**src/design/acs_pkg.sv**
```systemverilog
package acs_pkg;
    // register map of the plain register port (byte offsets)
    localparam logic [3:0] CTRL_A_ADDR = 4'h0;    // converter_control_a
    localparam logic [3:0] CTRL_B_ADDR = 4'h1;    // converter_control_b
    localparam logic [3:0] RES_HIGH_ADDR = 4'h2;  // result_high_register
    localparam logic [3:0] RES_LOW_ADDR = 4'h3;   // result_low_register
    localparam logic [3:0] INT_CTRL_ADDR = 4'h4;  // interrupt enables and flag
    localparam logic [3:0] PIN_SEL_ADDR = 4'h5;   // pin_function_select_regs
    localparam logic [3:0] PIN_MISC_ADDR = 4'h6;  // reference pin function bit
    // converter_control_a fields
    localparam int A_START_BIT = 7;
    localparam int A_BUSY_BIT = 6;
    localparam int A_POWER_BIT = 5;
    localparam int A_ALIGN_BIT = 4;
    // converter_control_b fields
    localparam int B_SRC_LSB = 5;
    localparam int B_REF_LSB = 3;
    localparam int B_DIV_LSB = 0;
    // interrupt control fields
    localparam int I_GLOBAL_BIT = 0;
    localparam int I_CONV_EN_BIT = 1;
    localparam int I_FLAG_BIT = 4;
    // reset values
    localparam logic [7:0] CTRL_RESET = 8'h00;
    // encodings
    localparam logic [1:0] REF_SUPPLY = 2'h1;
    localparam logic [2:0] SRC_BANDGAP = 3'h1;
    localparam logic [2:0] SRC_GND_LO = 3'h2;
    localparam logic [2:0] SRC_GND_HI = 3'h4;
    // conversion timing in converter clocks
    localparam logic [4:0] SAMPLE_CLOCKS = 5'h04;
    localparam logic [4:0] CONVERT_CLOCKS = 5'h0c;
    localparam logic [4:0] TOTAL_CLOCKS = 5'h10;
    localparam int DIV_WIDTH = 7;
    localparam logic [11:0] FULL_SCALE = 12'hfff;
    // analog routing selection
    typedef enum logic [3:0] {
        ROUTE_NONE = 4'b0001,
        ROUTE_PIN = 4'b0010,
        ROUTE_BANDGAP = 4'b0100,
        ROUTE_GROUND = 4'b1000
    } acs_route_type;
    typedef enum logic [2:0] {
        ST_IDLE = 3'b001,
        ST_SAMPLE = 3'b010,
        ST_CONVERT = 3'b100
    } acs_state_type;
endpackage

```
**src/design/acs_sequencer.sv**
```systemverilog
`timescale 1ns/1ps
// Overview of operation
// - divide select picks system clock divided 1..128
// - power enable low keeps converter powered off
// - reference code 01 uses analog supply, else pin
// - reference pin function disables other pin functions
// - analog pin drops original function and pull-high
// - analog pin overrides port direction setting
// - external sources route pins 0-7, else floating
// - source 001 bandgap, 010-100 ground
// - sample four clocks then convert twelve clocks
// - conversion runs in hardware without cpu help
// - start pulse low high low launches conversion
// - busy high during conversion, result valid after
// - twelve bit unsigned result, full scale fff
// - format bit aligns result in high/low pair
// - completion sets flag, interrupt when enabled
// - power off freezes result registers; power on then reloads them with a cleared result, 000
module acs_sequencer (
    input wire logic clock_i,               // system clock, 100 MHz
    input wire logic rst_b_i,               // synchronous reset, active low
    input wire logic [3:0] addr_i,          // register address
    input wire logic [7:0] wdata_i,         // register write data
    input wire logic wr_i,                  // write strobe
    input wire logic rd_i,                  // read strobe
    output logic [7:0] rdata_o,             // read data, cycle after strobe
    input wire logic comp_i,                // comparator: sample at or above trial level
    output logic [11:0] trial_o,            // trial code to the dac
    output logic power_o,                   // converter circuitry powered
    output logic sample_o,                  // sampling switch closed
    output logic ref_supply_o,              // reference from analog supply
    output logic ref_pin_o,                 // reference from reference pin
    output logic [7:0] chan_onehot_o,       // analog pin switch per channel
    output logic bandgap_sel_o,             // bandgap routed to converter
    output logic ground_sel_o,              // ground routed to converter
    output logic [7:0] pin_analog_o,        // pin in analog mode
    output logic [7:0] pullup_allow_o,      // pull-high allowed per pin
    output logic [7:0] dir_override_o,      // port direction overridden
    output logic ref_pin_other_off_o,       // reference pin other functions off
    output logic conv_irq_o                 // interrupt request to the cpu
);
    logic [7:0] ctrl_a_q;
    logic [7:0] ctrl_b_q;
    logic [7:0] pin_sel_q;
    logic ref_pin_fn_q;
    logic global_en_q;
    logic conv_en_q;
    logic conv_flag_q;
    logic busy_q;
    logic start_armed_q;
    logic [7:0] res_high_q;
    logic [7:0] res_low_q;
    logic [6:0] div_cnt_q;
    logic tick;
    logic [4:0] step_q;
    logic [11:0] sar_q;
    logic [11:0] result_q;
    logic done;
    logic launch;
    logic [7:0] rdata_q;
    acs_pkg::acs_state_type state_q;
    acs_pkg::acs_route_type route;

    // divide mask for a code: code n gives a period of 2**n clocks
    function automatic logic [6:0] div_mask(input logic [2:0] code);
        div_mask = 7'(({7'h00, 1'b1} << code) - 8'h01);
    endfunction

    // source and channel decode, used for the routing outputs
    function automatic acs_pkg::acs_route_type route_of(input logic [2:0] src,
                                                         input logic [3:0] ch);
        if (src == acs_pkg::SRC_BANDGAP) begin
            route_of = acs_pkg::ROUTE_BANDGAP;
        end else if (src >= acs_pkg::SRC_GND_LO && src <= acs_pkg::SRC_GND_HI) begin
            route_of = acs_pkg::ROUTE_GROUND;
        end else if (!ch[3]) begin
            route_of = acs_pkg::ROUTE_PIN;
        end else begin
            route_of = acs_pkg::ROUTE_NONE;
        end
    endfunction

    wire logic power_on = ctrl_a_q[acs_pkg::A_POWER_BIT];
    wire logic [2:0] src_sel = ctrl_b_q[acs_pkg::B_SRC_LSB +: 3];
    wire logic [1:0] ref_sel = ctrl_b_q[acs_pkg::B_REF_LSB +: 2];
    wire logic [2:0] div_sel = ctrl_b_q[acs_pkg::B_DIV_LSB +: 3];
    wire logic start_bit = ctrl_a_q[acs_pkg::A_START_BIT];
    wire logic ctrl_a_wr = wr_i && addr_i == acs_pkg::CTRL_A_ADDR;
    wire logic new_start = wdata_i[acs_pkg::A_START_BIT];

    // control registers; busy is read only so it is kept apart
    always_ff @(posedge clock_i) begin
        if (!rst_b_i) begin
            ctrl_a_q <= acs_pkg::CTRL_RESET;
            ctrl_b_q <= acs_pkg::CTRL_RESET;
            pin_sel_q <= acs_pkg::CTRL_RESET;
            ref_pin_fn_q <= 1'b0;
            global_en_q <= 1'b0;
            conv_en_q <= 1'b0;
        end else if (wr_i) begin
            if (addr_i == acs_pkg::CTRL_A_ADDR) begin
                ctrl_a_q <= wdata_i;
            end else if (addr_i == acs_pkg::CTRL_B_ADDR) begin
                ctrl_b_q <= wdata_i;
            end else if (addr_i == acs_pkg::INT_CTRL_ADDR) begin
                global_en_q <= wdata_i[acs_pkg::I_GLOBAL_BIT];
                conv_en_q <= wdata_i[acs_pkg::I_CONV_EN_BIT];
            end else if (addr_i == acs_pkg::PIN_SEL_ADDR) begin
                pin_sel_q <= wdata_i;
            end else if (addr_i == acs_pkg::PIN_MISC_ADDR) begin
                ref_pin_fn_q <= wdata_i[0];
            end
        end
    end

    // start detection: a rise arms, the following fall launches
    always_ff @(posedge clock_i) begin
        if (!rst_b_i) begin
            start_armed_q <= 1'b0;
        end else if (ctrl_a_wr && !start_bit && new_start) begin
            start_armed_q <= 1'b1;
        end else if (ctrl_a_wr && start_bit && !new_start) begin
            start_armed_q <= 1'b0;
        end
    end
    // holding start high never launches; only the falling write does
    // a relaunch while a run is in progress is ignored, so busy and timing hold
    assign launch = ctrl_a_wr && start_bit && !new_start && start_armed_q
                    && power_on && state_q == acs_pkg::ST_IDLE;

    // converter clock: divider runs while powered and restarts from zero at each launch
    always_ff @(posedge clock_i) begin
        if (!rst_b_i || !power_on || launch) begin
            div_cnt_q <= 7'h00;
        end else if (tick) begin
            div_cnt_q <= 7'h00;
        end else begin
            div_cnt_q <= 7'(div_cnt_q + 7'h01);
        end
    end
    // compare at or above so a smaller ratio written mid-count takes effect at once
    assign tick = div_cnt_q >= div_mask(div_sel);

    // sequence: sample then successive approximation, no cpu action needed
    always_ff @(posedge clock_i) begin
        if (!rst_b_i || !power_on) begin
            state_q <= acs_pkg::ST_IDLE;
            step_q <= 5'h00;
            sar_q <= 12'h000;
            result_q <= 12'h000;
        end else begin
            case (state_q)
                acs_pkg::ST_IDLE: begin
                    if (launch) begin
                        state_q <= acs_pkg::ST_SAMPLE;
                        step_q <= 5'h00;
                        sar_q <= 12'h800;
                    end
                end
                acs_pkg::ST_SAMPLE: begin
                    if (tick) begin
                        if (step_q == acs_pkg::SAMPLE_CLOCKS - 5'h01) begin
                            state_q <= acs_pkg::ST_CONVERT;
                        end
                        step_q <= 5'(step_q + 5'h01);
                    end
                end
                acs_pkg::ST_CONVERT: begin
                    if (tick) begin
                        // decide one bit per converter clock, msb first
                        sar_q <= (sar_q & ~(sar_q & -sar_q))
                                 | (comp_i ? (sar_q & -sar_q) : 12'h000)
                                 | ((sar_q & -sar_q) >> 1);
                        if (step_q == acs_pkg::TOTAL_CLOCKS - 5'h01) begin
                            state_q <= acs_pkg::ST_IDLE;
                            result_q <= comp_i ? sar_q : (sar_q & ~(sar_q & -sar_q));
                        end
                        step_q <= 5'(step_q + 5'h01);
                    end
                end
                default: begin
                    state_q <= acs_pkg::ST_IDLE;
                end
            endcase
        end
    end
    assign done = state_q == acs_pkg::ST_CONVERT && tick
                  && step_q == acs_pkg::TOTAL_CLOCKS - 5'h01;

    // busy flag: set on launch, cleared when the last bit is decided
    always_ff @(posedge clock_i) begin
        if (!rst_b_i || !power_on) begin
            busy_q <= 1'b0;
        end else if (launch) begin
            busy_q <= 1'b1;
        end else if (done) begin
            busy_q <= 1'b0;
        end
    end

    // result pair, aligned by format bit; frozen while powered off
    always_ff @(posedge clock_i) begin
        if (!rst_b_i) begin
            res_high_q <= 8'h00;
            res_low_q <= 8'h00;
        end else if (power_on && state_q == acs_pkg::ST_IDLE && !busy_q) begin
            if (!ctrl_a_q[acs_pkg::A_ALIGN_BIT]) begin
                res_high_q <= result_q[11:4];
                res_low_q <= {result_q[3:0], 4'h0};
            end else begin
                res_high_q <= {4'h0, result_q[11:8]};
                res_low_q <= result_q[7:0];
            end
        end
    end

    // completion flag: the set beats a software clear in the same cycle
    always_ff @(posedge clock_i) begin
        if (!rst_b_i) begin
            conv_flag_q <= 1'b0;
        end else if (done) begin
            conv_flag_q <= 1'b1;
        end else if (wr_i && addr_i == acs_pkg::INT_CTRL_ADDR) begin
            conv_flag_q <= wdata_i[acs_pkg::I_FLAG_BIT];
        end
    end
    assign conv_irq_o = conv_flag_q && conv_en_q && global_en_q;

    // read port, data stands the cycle after the strobe only
    always_ff @(posedge clock_i) begin
        if (!rst_b_i || !rd_i) begin
            rdata_q <= 8'h00;
        end else if (addr_i == acs_pkg::CTRL_A_ADDR) begin
            rdata_q <= {ctrl_a_q[7], busy_q, ctrl_a_q[5:0]};
        end else if (addr_i == acs_pkg::CTRL_B_ADDR) begin
            rdata_q <= ctrl_b_q;
        end else if (addr_i == acs_pkg::RES_HIGH_ADDR) begin
            rdata_q <= res_high_q;
        end else if (addr_i == acs_pkg::RES_LOW_ADDR) begin
            rdata_q <= res_low_q;
        end else if (addr_i == acs_pkg::INT_CTRL_ADDR) begin
            rdata_q <= {3'h0, conv_flag_q, 2'h0, conv_en_q, global_en_q};
        end else if (addr_i == acs_pkg::PIN_SEL_ADDR) begin
            rdata_q <= pin_sel_q;
        end else if (addr_i == acs_pkg::PIN_MISC_ADDR) begin
            rdata_q <= {7'h00, ref_pin_fn_q};
        end else begin
            rdata_q <= 8'h00;
        end
    end
    assign rdata_o = rdata_q;

    // analog routing; switches and reference selects are off while unpowered, the pin function outputs are not
    assign route = route_of(src_sel, ctrl_a_q[3:0]);
    assign power_o = power_on;
    assign sample_o = power_on && state_q == acs_pkg::ST_SAMPLE;
    assign trial_o = sar_q;
    assign ref_supply_o = power_on && ref_sel == acs_pkg::REF_SUPPLY;
    assign ref_pin_o = power_on && ref_sel != acs_pkg::REF_SUPPLY;
    assign bandgap_sel_o = power_on && route == acs_pkg::ROUTE_BANDGAP;
    assign ground_sel_o = power_on && route == acs_pkg::ROUTE_GROUND;
    // only a valid pin code with an external source closes a switch
    assign chan_onehot_o = (power_on && route == acs_pkg::ROUTE_PIN)
                           ? 8'(8'h01 << ctrl_a_q[2:0]) : 8'h00;
    assign pin_analog_o = pin_sel_q;
    assign pullup_allow_o = ~pin_sel_q;
    assign dir_override_o = pin_sel_q;
    assign ref_pin_other_off_o = ref_pin_fn_q;

    chk_busy_launch: assert property (@(posedge clock_i) disable iff (!rst_b_i)
        launch |=> busy_q && state_q == acs_pkg::ST_SAMPLE)
        else $error("busy not raised on launch");
    chk_flag_done: assert property (@(posedge clock_i) disable iff (!rst_b_i)
        done |=> conv_flag_q && !busy_q)
        else $error("flag not set at completion");
    chk_hold_start: assert property (@(posedge clock_i) disable iff (!rst_b_i)
        (state_q == acs_pkg::ST_IDLE && !(ctrl_a_wr && !new_start))
        |=> state_q == acs_pkg::ST_IDLE)
        else $error("launch without falling start");
    chk_sample_len: assert property (@(posedge clock_i) disable iff (!rst_b_i)
        (state_q == acs_pkg::ST_SAMPLE && tick
         && step_q == acs_pkg::SAMPLE_CLOCKS - 5'h01 && power_on)
        |=> state_q == acs_pkg::ST_CONVERT && step_q == acs_pkg::SAMPLE_CLOCKS)
        else $error("sampling length wrong");
    chk_div_one: assert property (@(posedge clock_i) disable iff (!rst_b_i)
        (power_on && div_sel == 3'h0) |-> tick)
        else $error("divide by one misses ticks");
    chk_power_off: assert property (@(posedge clock_i) disable iff (!rst_b_i)
        !power_on |-> chan_onehot_o == 8'h00 && !sample_o && !ref_pin_o)
        else $error("circuitry active while off");
    chk_res_frozen: assert property (@(posedge clock_i) disable iff (!rst_b_i)
        !power_on |=> $stable(res_high_q) && $stable(res_low_q))
        else $error("result changed while off");
    chk_ref_select: assert property (@(posedge clock_i) disable iff (!rst_b_i)
        power_on |-> ref_supply_o != ref_pin_o)
        else $error("reference select broken");
    chk_float_code: assert property (@(posedge clock_i) disable iff (!rst_b_i)
        ctrl_a_q[3] |-> chan_onehot_o == 8'h00)
        else $error("missing channel code closed a switch");
    chk_irq_gate: assert property (@(posedge clock_i) disable iff (!rst_b_i)
        conv_irq_o |-> conv_flag_q && conv_en_q && global_en_q)
        else $error("interrupt without enables");
endmodule

```
**config.mk**
```make
export PLATFORM = sky130hd
export DESIGN_NAME = acs_sequencer
export DESIGN_NICKNAME = d
export VERILOG_FILES = /design/src/design/acs_pkg.sv /design/src/design/acs_sequencer.sv
export SDC_FILE = /design/constraint.sdc
export NUM_CORES = 1
export LEC_CHECK = 0
export BUFFER_PORTS_ARGS = -buffer_cell sky130_fd_sc_hd__buf_4
export CORE_MARGIN = 4
export CORE_UTILIZATION = 61
export CTS_CLUSTER_DIAMETER = 150
export DETAILED_ROUTE_END_ITERATION = 10
export GPL_ROUTABILITY_DRIVEN = 0
export GPL_TIMING_DRIVEN = 0
export PLACE_DENSITY = 0.87
export SKIP_CTS_REPAIR_TIMING = 1
export SKIP_LAST_GASP = 1
export SYNTH_ARGS = -nofsm -noshare
export SYNTH_HDL_FRONTEND = slang
export SYNTH_SLANG_ARGS = --single-unit
```
**constraint.sdc**
```tcl
create_clock -name clock_i -period 4.35 [get_ports clock_i]
set_clock_uncertainty 0.05 [all_clocks]
set_input_delay 0.6525 -clock clock_i [delete_from_list [all_inputs] [get_ports clock_i]]
set_output_delay 0.6525 -clock clock_i [all_outputs]
set_load 0.05 [all_outputs]
```
# After elaboration in Yosys (flattened, before gate mapping)
# Cells that the tools add are included.
# totals
regBits	93
inputBits	17
output_inout_bits	60
# classes
n_addsub	4
magnitude_cmp	3
eq_ne	23
shift	2
n_mux	33
bitwise_logic	10
n_reduce_logical	48
# op_table
cell	n
2-to-1 mux 8 bit	9
2-to-1 mux 12 bit	4
bitwise AND 12 bit	2
case mux 12 bit (2 select lines)	1
logical AND 1 bit	22
equality test 4 x 3 -> 1 bit (second input constant)	4
2-to-1 mux 3 bit	5
equality test 4 x 2 -> 1 bit (second input constant)	3
negation 12 bit	1
inverter 12 bit	1
bitwise OR 12 x 11 -> 12 bit	1
bitwise OR 12 bit	1
AND reduction 3 bit	4
2-to-1 mux 5 bit	2
case mux 5 bit (2 select lines)	1
AND reduction 5 bit	2
nonzero test 2 bit	5
case mux 3 bit (3 select lines)	1
2-to-1 mux 4 bit	2
!= test 2 bit (second input constant)	4
inverter 8 bit	1
left shift 1 x 3 -> 8 bit (first input constant)	1
adder 7 x 1 -> 7 bit (second input constant)	1
greater-or-equal comparator 7 bit	1
24 further kinds	44

# Depth between registers and ports, before layout
# logic_depth
depth_word	9
depth_mapped	9
ltp_nobuf	7

# Least setup slack after synthesis
# Ideal clock, no wire load.
# synth_timing
path_kind	reg-to-output
start	register ctrl_a_q[5]
end	output port bandgap_sel_o
t_arrival_ps	2430
required_ps	3648
path_slack_ps	1218
path_stages_with_launch	3
path_buffers	1
cell_sequence	dfxtp_1 clkbuf_1 nor4bb_1
# synth_between
elab_chain_cells	1
# synth_rtl
element	line_no	source
start: declaration	acs_sequencer.sv:42	logic [7:0] ctrl_a_q;
start signal: assignment	acs_sequencer.sv:94	ctrl_a_q <= acs_pkg::CTRL_RESET;
start signal: assignment	acs_sequencer.sv:102	ctrl_a_q <= wdata_i;
logical AND 1 bit	acs_sequencer.sv:260	assign bandgap_sel_o = power_on && route == acs_pkg::ROUTE_BANDGAP;
end: declaration	acs_sequencer.sv:34	output logic bandgap_sel_o,
# No other way between the ends.

# Final worst setup path
# layout_timing
start	register ctrl_b_q[2]
end	register state_q[1]
# layout_between
elab_chain_cells	5
elab_cells_between_ends	6
cone_classes	add/sub (1); order compare (1); eq/ne (2); shift (1); reduce/logical (1)
# layout_rtl
element	line_no	source
start: declaration	acs_sequencer.sv:43	logic [7:0] ctrl_b_q;
start signal: assignment	acs_sequencer.sv:95	ctrl_b_q <= acs_pkg::CTRL_RESET;
start signal: assignment	acs_sequencer.sv:104	ctrl_b_q <= wdata_i;
left shift 1 x 3 -> 7 bit (*)	acs_sequencer.sv:66	div_mask = 7'(({7'h00, 1'b1} << code) - 8'h01);
subtractor 7 x 1 -> 7 bit (*)	acs_sequencer.sv:66	
greater-or-equal comparator 7 bit (*)	acs_sequencer.sv:142	assign tick = div_cnt_q >= div_mask(div_sel);
!= test 2 bit (no source line)	--	
AND reduction 5 bit (no source line) (*)	--	
end signal: assignment	acs_sequencer.sv:147	state_q <= acs_pkg::ST_IDLE;
end signal: assignment	acs_sequencer.sv:155	state_q <= acs_pkg::ST_SAMPLE;
end signal: assignment	acs_sequencer.sv:163	state_q <= acs_pkg::ST_CONVERT;
end: declaration	acs_sequencer.sv:61	acs_pkg::acs_state_type state_q;
# Mark *: on every way between the ends. The rest lies on a longest branch, timed or not.
# A chain may end at the register's enable or synchronous reset.

==> metrics.txt <==
Yosys top cell by area dfxtp_1; Syn Nets 600; count of final setup violators 0; Pre-antenna DRT Iters 5; Placed Area 0.005585 mm²; hold path start res_high_q[6]$_SDFFE_PN0P_; die area 0.009521 mm²; RSZ-0062 raised after global routing no; # rows 32; Synth cell types 64; HPWL after DPL 9.803 mm; R2R depth 9; Clk Latency, worst-skew pair 360 ps; switching share of power 26.49%; number of flops mapped to enable cells by yosys 0; largest net degree at the start of global routing 17; Tcrit/Tclk final 67.96%; Critical Path AT 3150 ps; Tmin final 2956 ps; status completed; CTS root buf clkbuf_8; Final Hold Fails 0; PD cells 259.1 mW/mm²; synthesized area 0.004895 mm²; Most used DFF post-synth dfxtp_1; Crit path required time 4550 ps; Final Net Count 686; measured slew at the worst slew-check pin 880.3 ps; chip height 97.58 µm; vias in the first global route 4358; Internal 0.001096 W; share of layout cells above drive strength 1 17.35%; Buffers on Ports 75; Num CTS Buffers 9; Sink Count 92; DR WL/cell 17.02 µm; Seq cells post-synth 92; fmax 0.3383 GHz; Starting Density 63.02%; fin area 0.005756 mm²; Syn. warnings 0; Die W 97.58 µm; antenna viol nets, final 0; initial antenna violation count 0; Crit. End Element register; Vias 4657; Worst VDD drop 0.0001929 V; switching power 0.0003950 W; part of the power in the clock network 35.2%; cells after synthesis 573; Leak Pwr 2.245 nW; Synth area leaders dfxtp_1 38%, mux2i_1 8.2%, nand2_1 5.3%; Top Ports 77; CTS tree built; Antenna Cells 0; Max-slew headroom 40.96%; Tot GR Track Use 27.09%; clock transition at the registers of the reported paths 90 ps; Power, Total 0.001491 W; WHS Path Cells 2; flop2flop setup slack 1390 ps; post-synthesis sequential area ratio 37.63%; Sequential Power Share 57.1%; Comb power frac 7.7%; Total Routed Length 13.02 mm; CTS max path bufs 2; H-tree Lvls 3; WS Path Type reg -> reg; DRC viols 0; initial drt markers 423; worst hold endpoint res_high_q[6]$_SDFFE_PN0P_; Post-Route Setup TNS 0 ps; Startpoint Class register; grt ovf 0; top cell type's share of synthesized area 37.63%; Worst R2R Start ctrl_b_q[2]$_SDFFE_PN0P_; worst hold path type reg -> reg; critical path startpoint ctrl_b_q[2]$_SDFFE_PN0P_; first-pass GRT wire length 21.36 mm; Pins Over Slew Limit 0; max-cap viol count 0; ys async rst share 0%; Avg Inst Size Synth 8.542 µm²; synthesis-to-finish area growth 17.59%; DR vias/cell 6.088; RR Endpoint state_q[1]$_SDFFE_PP0P_; Crit Path Max Fanout 10; Core Area 0.007767 mm²
logic make-up after synthesis:
kind of cell	Yosys count	synth area share, %
adders and majority gates	10	2.556
xor gates and xnor gates	7	1.253
muxes	40	8.180
buffers and inverters	64	6.007
and+or+nand+nor	227	23.85
AOI/OAI and AO/OA	133	20.53
DFF	92	37.63
metal layers:
metal,GRT usage (%),vias up,routed length (µm)
met5,0,-,0
met4,8.307,0,328
met3,5.887,32,1027
met2,45.02,214,6135
met1,35.17,2181,5532
li1,-,2230,-
layout make-up:
class / count / area (µm²)
multi-input cells: 417 / 2759
fillers: 599 / 2012
flip-flops and latches: 92 / 1842
repair buffers: 75 / 563.0
plain buffers: 46 / 226.5
well taps: 102 / 127.6
clock buffers: 9 / 123.9
inverters: 18 / 67.56
clock inverters: 6 / 46.29
through the flow:
step / utilization [%] / worst slack [ps] / std cells / hold slack [ps]
3_3_place_gp: 71.91 / 1503 / 750 / 387.5
3_5_place_dp: 71.91 / 1445 / 750 / 395.2
4_1_cts: 74.10 / 1418 / 765 / 408.9
6_report: 74.10 / 1394 / 765 / 409.2
5_1_grt: 74.10 / 1147 / 765 / 438.9
2_1_floorplan: - / 1218 / 573 / 380.1
state kept, by name, indices dropped and copies added, names as in the netlist:
signal               flops
conv_flag_q              1
global_en_q              1
result_q                12
res_low_q                8
start_armed_q            1
ctrl_b_q                 8
ref_pin_other_off_o      1
rdata_o                  8
ctrl_a_q                 7
dir_override_o           8
trial_o                 12
state_q                  3
step_q                   5
div_cnt_q                7
busy_q                   1
conv_en_q                1
res_high_q               8
cells in the mapped netlist, drive strengths merged, types with 3 or more instances:
cell,count
nand2b,8
nor2b,15
inv,18
o2111ai,5
nand4,6
o211ai,5
o311ai,5
nor4,3
mux2i,40
a21boi,29
o22ai,5
o211a,8
nor4bb,3
nand3b,7
ha,10
nor3b,6
nand2,69
a2111oi,3
nand3,36
dfxtp,92
buf,16
o21a,6
a211o,6
nor2,35
o31ai,3
a211oi,6
clkbuf,30
a21oi,22
o21ai,13
xnor2,5
nor3,19
and3,8
or3,7
critical path: stages (launching register included):
cell,delay (ps)
dfxtp_1,310
clkbuf_1,190
or3_1,350
ha_1,270
nand2b_1,130
a31oi_1,230
o21a_1,370
clkbuf_1,450
nor2_1,140
a2111oi_0,350
power groups by stage:
stage,Sequential (W),Combinational (W),Clock (W)
after global placement,0.000871,0.000111,0
final,0.000851,0.000115,0.000525
after detailed placement,0.000871,0.000112,0
after CTS,0.000851,0.000113,0.000530
after global routing,0.000852,0.000122,0.000561
after floorplan,0.000876,0.0000641,0
cells in the final DEF (no fill, tap or decap), drive strengths merged, types with 6 or more instances in the layout:
master	n
a211o	6
a21boi	29
buf	91
nor2b	15
nand2	69
dfxtp	92
or3	7
and3	8
o211a	8
nand4	6
a21oi	22
nand2b	8
nor3b	6
o21a	6
nand3b	7
inv	21
o21ai	13
nand3	36
nor3	19
mux2i	40
nor2	35
ha	10
clkbuf	39
a211oi	6
worst max-delay path by stage:
stage,end,depth (start not counted)
5_1_grt,state_q[1]$_SDFFE_PP0P_,9
3_3_place_gp,state_q[1]$_SDFFE_PP0P_,9
3_5_place_dp,state_q[1]$_SDFFE_PP0P_,9
2_1_floorplan,bandgap_sel_o,2
4_1_cts,state_q[1]$_SDFFE_PP0P_,9
6_report,state_q[1]$_SDFFE_PP0P_,9
Note: power is estimated with default switching activity, not from simulation.
